## config.mk

```make
export PLATFORM = sky130hd
export DESIGN_NAME = sipc_ingress_cfg
export DESIGN_NICKNAME = d
export VERILOG_FILES = /design/src/sipc_pkg.sv /design/src/sipc_ingress_cfg.sv
export SDC_FILE = /design/constraint.sdc
export NUM_CORES = 1
export LEC_CHECK = 0
export BUFFER_PORTS_ARGS = -buffer_cell sky130_fd_sc_hd__buf_4
export CAP_MARGIN = 20
export CORE_ASPECT_RATIO = 1.4
export CORE_UTILIZATION = 53
export DETAILED_ROUTE_END_ITERATION = 12
export GPL_TIMING_DRIVEN = 0
export HOLD_SLACK_MARGIN = 0.15
export PLACE_DENSITY = 0.77
export SETUP_SLACK_MARGIN = 0.3
export SYNTH_ARGS = -nofsm -noshare
export SYNTH_HDL_FRONTEND = slang
export SYNTH_SLANG_ARGS = --single-unit
```

## constraint.sdc

```tcl
create_clock -name clk -period 3 [get_ports clk]
set_input_delay 0.6 -clock clk [delete_from_list [all_inputs] [get_ports clk]]
set_output_delay 0.6 -clock clk [all_outputs]
set_load 0.005 [all_outputs]
```

## src/sipc_pkg.sv

```systemverilog
// Purpose: Constants for the switch ingress priority configuration block.
// Assumes: APB, 32-bit data, word indexes times four give byte addresses.
// Notes:   Offsets are register indexes; byte address is index * 4.
package sipc_pkg;

  // ****************************************
  // Register indexes and addresses
  // ****************************************
  localparam logic [13:0] IDX_VLAN_STS   = 14'h1810;
  localparam logic [13:0] IDX_PT_CMD     = 14'h1811;
  localparam logic [13:0] IDX_PT_WDATA   = 14'h1812;
  localparam logic [13:0] IDX_PT_RDATA   = 14'h1813;
  localparam logic [13:0] IDX_PT_STS     = 14'h1814;
  localparam logic [13:0] IDX_GLB_CFG    = 14'h1840;
  localparam int          ADDR_W         = 16;

  // ****************************************
  // Field positions
  // ****************************************
  localparam int CMD_DIR_BIT      = 7;
  localparam int CMD_IDX_HI       = 5;
  localparam int PRIO_W           = 3;
  localparam int GLB_W            = 14;
  localparam int GLB_ECHO_BIT     = 13;
  localparam int GLB_IGMP_PORT_LO = 10;
  localparam int GLB_USE_IP_BIT   = 9;
  localparam int GLB_RSVD8_BIT    = 8;
  localparam int GLB_IGMP_EN_BIT  = 7;
  localparam int GLB_CNT_TEST_BIT = 6;
  localparam int GLB_DA_PRIO_BIT  = 5;
  localparam int GLB_FILT_MC_BIT  = 4;
  localparam int GLB_DROP_UC_BIT  = 3;
  localparam int GLB_USE_PREC_BIT = 2;
  localparam int GLB_VL_WINS_BIT  = 1;
  localparam int GLB_VLAN_EN_BIT  = 0;

  // ****************************************
  // Reset values and timing
  // ****************************************
  localparam logic [7:0]  CMD_RST       = 8'h00;
  localparam logic [2:0]  PRIO_RST      = 3'h0;
  localparam logic [13:0] GLB_RST       = 14'h0006;
  localparam logic [31:0] CNT_TEST_LOAD = 32'h7FFFFFFC;
  localparam logic [3:0]  VLAN_CMD_CYC  = 4'h4;

  typedef enum logic [1:0] {
    SIPC_IDLE  = 2'b00,
    SIPC_READ  = 2'b01,
    SIPC_WRITE = 2'b10
  } sipc_state_type;

endpackage : sipc_pkg

```

## src/sipc_ingress_cfg.sv

```systemverilog
// Purpose: APB register bank for ingress rules and the priority table.
// Assumes: One clock, synchronous active-high reset, APB3 slave.
// Notes:   Table access takes one cycle; pending is visible for one cycle.

module sipc_ingress_cfg
  import sipc_pkg::*;
#(
  parameter int ENTRIES = 64
) (
  input  wire logic                    clk,
  input  wire logic                    rst,
  input  wire logic                    psel,
  input  wire logic                    penable,
  input  wire logic                    pwrite,
  input  wire logic [sipc_pkg::ADDR_W-1:0] paddr,
  input  wire logic [31:0]             pwdata,
  output logic      [31:0]             prdata,
  output logic                         pready,
  output logic                         pslverr,
  input  wire logic                    vlanCmdStart,
  input  wire logic [5:0]              lookupIndex,
  output logic      [2:0]              lookupPriority,
  output logic                         echoAllowed,
  output logic      [2:0]              igmpPortMap,
  output logic                         useIpPriority,
  output logic                         igmpMonitorEn,
  output logic                         counterTestMode,
  output logic      [31:0]             counterClearValue,
  output logic                         staticDestPriority,
  output logic                         filterUnknownMcast,
  output logic                         dropUnknownUcast,
  output logic                         usePrecedence,
  output logic                         tagPriorityWins,
  output logic                         vlanEnable
);

  // ****************************************
  // Storage
  // ****************************************
  logic [2:0]     prioTable [ENTRIES];
  logic [7:0]     cmd_r;
  logic [2:0]     wdata_r;
  logic [2:0]     rdata_r;
  logic [2:0]     lookup_r;
  logic [13:0]    glb_r;
  logic [3:0]     vlanCnt_r;
  sipc_state_type state_r;
  sipc_state_type state_nxt;
  logic [31:0]    rdMux;

  // ****************************************
  // APB decode
  // ****************************************
  wire         access    = psel && penable;
  wire         wrAccess  = access && pwrite;
  wire         rdAccess  = access && !pwrite;
  wire         wordAlign = (paddr[1:0] == 2'b00);
  wire  [13:0] wordIdx   = paddr[15:2];
  wire         hitVlan   = wordAlign && (wordIdx == IDX_VLAN_STS);
  wire         hitCmd    = wordAlign && (wordIdx == IDX_PT_CMD);
  wire         hitWdata  = wordAlign && (wordIdx == IDX_PT_WDATA);
  wire         hitRdata  = wordAlign && (wordIdx == IDX_PT_RDATA);
  wire         hitSts    = wordAlign && (wordIdx == IDX_PT_STS);
  wire         hitGlb    = wordAlign && (wordIdx == IDX_GLB_CFG);
  wire         hitAny    = hitVlan | hitCmd | hitWdata | hitRdata
                         | hitSts | hitGlb;
  wire         cmdWrite  = wrAccess && hitCmd;
  wire         ptPending = (state_r != SIPC_IDLE);
  wire         vlanPend  = (vlanCnt_r != 4'h0);
  wire  [5:0]  cmdIdx    = cmd_r[CMD_IDX_HI:0];

  assign pready  = 1'b1;
  assign pslverr = access && !hitAny;

  // Reserved bit 6 reads zero and is not stored
  wire [7:0] cmdWr = {pwdata[CMD_DIR_BIT], 1'b0, pwdata[CMD_IDX_HI:0]};

  // ****************************************
  // Table command sequencer
  // ****************************************
  always_comb begin
    case (state_r)
      SIPC_IDLE: begin
        if (cmdWrite) begin
          state_nxt = pwdata[CMD_DIR_BIT] ? SIPC_READ : SIPC_WRITE;
        end else begin
          state_nxt = SIPC_IDLE;
        end
      end
      SIPC_READ:  state_nxt = SIPC_IDLE;
      SIPC_WRITE: state_nxt = SIPC_IDLE;
      default:    state_nxt = SIPC_IDLE;
    endcase
  end

  always_ff @(posedge clk) begin
    if (rst) begin
      state_r <= SIPC_IDLE;
    end else begin
      state_r <= state_nxt;
    end
  end

  // Table is not reset, host fills it before use
  always_ff @(posedge clk) begin
    if (state_r == SIPC_WRITE) begin
      prioTable[cmdIdx] <= wdata_r;
    end
  end

  // Forwarding-path lookup port, registered
  always_ff @(posedge clk) begin
    lookup_r <= prioTable[lookupIndex];
  end
  assign lookupPriority = lookup_r;

  always_ff @(posedge clk) begin
    if (rst) begin
      rdata_r <= PRIO_RST;
    end else if (state_r == SIPC_READ) begin
      rdata_r <= prioTable[cmdIdx];
    end
  end

  // ****************************************
  // Software registers
  // ****************************************
  // Command and write-data writes during a pending access are ignored, protecting the entry
  always_ff @(posedge clk) begin
    if (rst) begin
      cmd_r   <= CMD_RST;
      wdata_r <= PRIO_RST;
      glb_r   <= GLB_RST;
    end else begin
      if (cmdWrite && !ptPending) begin
        cmd_r <= cmdWr;
      end
      if (wrAccess && hitWdata && !ptPending) begin
        wdata_r <= pwdata[PRIO_W-1:0];
      end
      if (wrAccess && hitGlb) begin
        glb_r <= pwdata[GLB_W-1:0];
      end
    end
  end

  // VLAN command engine is outside; pending covers a fixed run time
  always_ff @(posedge clk) begin
    if (rst) begin
      vlanCnt_r <= 4'h0;
    end else if (vlanCmdStart) begin
      vlanCnt_r <= VLAN_CMD_CYC;
    end else if (vlanPend) begin
      vlanCnt_r <= vlanCnt_r - 4'h1;
    end
  end

  // ****************************************
  // Read mux
  // ****************************************
  always_comb begin
    rdMux = 32'h00000000;
    if (hitVlan)  rdMux = {31'h00000000, vlanPend};
    if (hitCmd)   rdMux = {24'h000000, cmd_r};
    if (hitWdata) rdMux = {29'h00000000, wdata_r};
    if (hitRdata) rdMux = {29'h00000000, rdata_r};
    if (hitSts)   rdMux = {31'h00000000, ptPending};
    if (hitGlb)   rdMux = {18'h00000, glb_r};
  end

  always_ff @(posedge clk) begin
    if (rst) begin
      prdata <= 32'h00000000;
    end else if (psel && !penable && !pwrite) begin
      prdata <= rdMux;
    end else if (rdAccess) begin
      prdata <= prdata;
    end
  end

  // ****************************************
  // Configuration outputs
  // ****************************************
  assign echoAllowed        = glb_r[GLB_ECHO_BIT];
  assign igmpPortMap        = glb_r[GLB_IGMP_PORT_LO+:3];
  assign useIpPriority      = glb_r[GLB_USE_IP_BIT];
  assign igmpMonitorEn      = glb_r[GLB_IGMP_EN_BIT];
  assign counterTestMode    = glb_r[GLB_CNT_TEST_BIT];
  assign counterClearValue  = glb_r[GLB_CNT_TEST_BIT] ? CNT_TEST_LOAD
                            : 32'h00000000;
  assign staticDestPriority = glb_r[GLB_DA_PRIO_BIT];
  assign filterUnknownMcast = glb_r[GLB_FILT_MC_BIT];
  assign dropUnknownUcast   = glb_r[GLB_DROP_UC_BIT];
  assign usePrecedence      = glb_r[GLB_USE_PREC_BIT];
  assign tagPriorityWins    = glb_r[GLB_VL_WINS_BIT];
  assign vlanEnable         = glb_r[GLB_VLAN_EN_BIT];

endmodule : sipc_ingress_cfg

```

==> results.md <==
- First-iteration detailed-routing DRC count: 997
- Critical Path AT: 3080 ps
- RSZ-0062 raised after global routing: true
- TritonCTS clock tree: yes
- Clock Skew: 12.7 ps
- Worst R2R Path Depth: 7
- Port bufs: 98
- Max-cap violations: 0
- Pins Over Slew Limit: 0
- Clock power frac: 44.6%
- Net Sw Power: 1.37 mW
- Final worst slack: 302 ps
- Register area share after synthesis: 57.6%
- Area grow syn2layout: 18.2%
- Initial Utilization: 54.0%
- RD Place Congestion: 0.998
- Critical Path Source Type: primary input
- Sw frac: 19.9%
- Register share of total power: 51.9%
- GRT Total Usage: 31.2%
- Num CTS Buffers: 23
- Clock Latency Late Sink: 510 ps
- Period utilization: 89.9%
- Hold-fix buffers, CTS: 0
- Final wirelength: 34700 um
- Final net count: 1069
- Number of global-route vias before repair: 8300
- Clock Root Buffer: clkbuf_16
- Final cell count without fillers: 1320
- Core Region: 0.0218 mm^2
- Reg clk slew, reported paths: 60 ps
- # setup viols final: 0
- Slew @ Worst Pin: 949 ps
- Status: finished clean
- Initial antenna violation count: 0
- Time the worst path needs with I/O delays and setup: 2700 ps
- Vias/cell: 6.39
- Largest net degree at the start of global routing: 49
- Placed cells: 1278
- H-tree lvl count: 1
- Headroom to the max-slew limit: 36.6%
- GRT Residual Overflow: 0
- Clock sinks: 242
- Fmax: 371 MHz
- CP max FO: 10
- Syn avg cell area: 13.7 um^2
- Row count: 64
- Die height: 178 um
- Yosys Warn Count: 0
- Ports: 142
- Share of cells above drive strength 1: 34.3%
- DIE WIDTH: 128 um
- Peak supply drop: 0.421 mV
- Final Hold Vio Count: 0
- Crit end category: register
- Global-route wire length before repair: 50900 um
- CP Class: in2reg
- Bufs on Longest Clock Path: 3
- Yosys reg bits: 242
- Most used DFF post-synth: edfxtp_1
- Hold crit path type: in2reg
- DR vias: 8441
- Hold Crit Depth: 2
- Die ar.: 0.0228 mm^2
- Post-synth cell types: 61
- TritonRoute pass-1 iters: 5
- Wirelength per Cell: 26.3 um
- Internal: 5.53 mW
- Ant diodes: 0
- Leakage: 4.26 nW
- Asr flop ratio synth: 0%
- Post-Syn Instances: 860
- Final ANT Viol Nets: 0
- Post-synth EDFFs: 192
- PwrDens: 497 mW/mm^2
- Drc violations: 0
- Post-DP HPWL: 24400 um
- Place WS: -386 ps
- Commonest non-fill, non-tap cell in the layout: edfxtp_1
- Most frequent cells in the layout: edfxtp_1, buf_4, nor2_1
- Logic pwr share: 3.5%
- Cell area after synthesis: 0.0118 mm^2
- WP data required: 3380 ps
## registers in the layout, summed over array words and instances, names as in the netlist
name            cells
prioTable         192
lookupPriority      3
glb_r              14
wdata_r             3
rdata_r             3
vlanCnt_r           4
cmd_r               7
prdata             14
state_r             2
## critical path: stages
cell	delay [ps]
clkbuf_1	590
buf_2	430
mux4_2	390
mux4_2	500
mux2i_2	430
a21oi_1	140
## stage by stage
step                      cell area, um^2  setup TNS (ps)  hold slack (ps)  power [mW]  util (%)
after floorplan                     11800               0              437        3.80         -
after global placement              12900          -21540              440        3.89      59.4
after detailed placement            13000          -19490              445        3.89      59.7
after CTS                           13900               0              281        6.91      63.7
after global routing                13900               0              284        7.05      63.8
final                               13900               0              287        6.90      63.8
## repair_timing
action	in CTS	in global routing
setup buffers	1	1
pin swaps	1	4
setup endpoints to repair	199	21
resized for setup	29	17
## power by group through the flow
stage               sequential, mW  combinational (mW)  clock [mW]
floorplan                     3.66               0.143           0
global placement              3.66               0.234           0
detailed placement            3.66               0.239           0
CTS                           3.58               0.242        3.08
global route                  3.58               0.263        3.20
finish                        3.58               0.244        3.07
## Yosys cell counts (all sizes together) (4+ instances only)
library cell,n,area (um^2)
a21oi,38,190
buf,83,554
nor2,106,398
or3,5,31.3
mux2i,32,320
nand2,54,203
and2,4,25.0
nand3,11,55.1
nor3,12,71.3
a211oi,8,60.1
a22oi,18,135
inv,6,22.5
mux4,72,1620
nand3b,7,52.6
clkbuf,33,124
o21bai,6,45.0
edfxtp,192,5770
dfxtp,50,1000
mux2,25,282
o21ai,8,40.0
nor2b,13,88.8
a221oi,28,245
## kinds of logic (layout without fill, tap and decap cells)
logic type,Yosys count,count (layout),synth area share (%)
flip-flops,242,242,57.6
multiplexers,129,129,18.9
adder cells (fa/ha/maj),1,1,0.106
buffers and inverters,123,266,5.99
AND/OR/NAND/NOR,231,231,9.34
other,2,22,0.0639
XOR/XNOR,1,1,0.0745
AO/OA/AOI/OAI,131,131,7.93
## worst paths after layout
kind / from / endpoint / slack [ps]
hold / removal: vlanCmdStart / vlanCnt_r[3] / 290
hold reg to reg: prdata[13] / prdata[13] / 450
setup / recovery: lookupIndex[1] / lookupPriority[0] / 300
setup reg to reg: cmd_r[1] / rdata_r[0] / 340
## area by class of cell
type,instances,area (um^2)
fill,1640,7880
sequential,242,6770
multi-input combinational,515,4420
timing repair buffer,103,811
buffer,116,709
clock buffer,24,579
tap,297,372
clock inverter,16,210
inverter,7,27.5
## layer usage
metal / share of wire (%) / GRT usage, %
met1: 34 / 36.6
met2: 47 / 50.9
met3: 11 / 5.94
met4: 8.2 / 24.0
met5: 0 / 0
(Power assumes the default switching activity.)
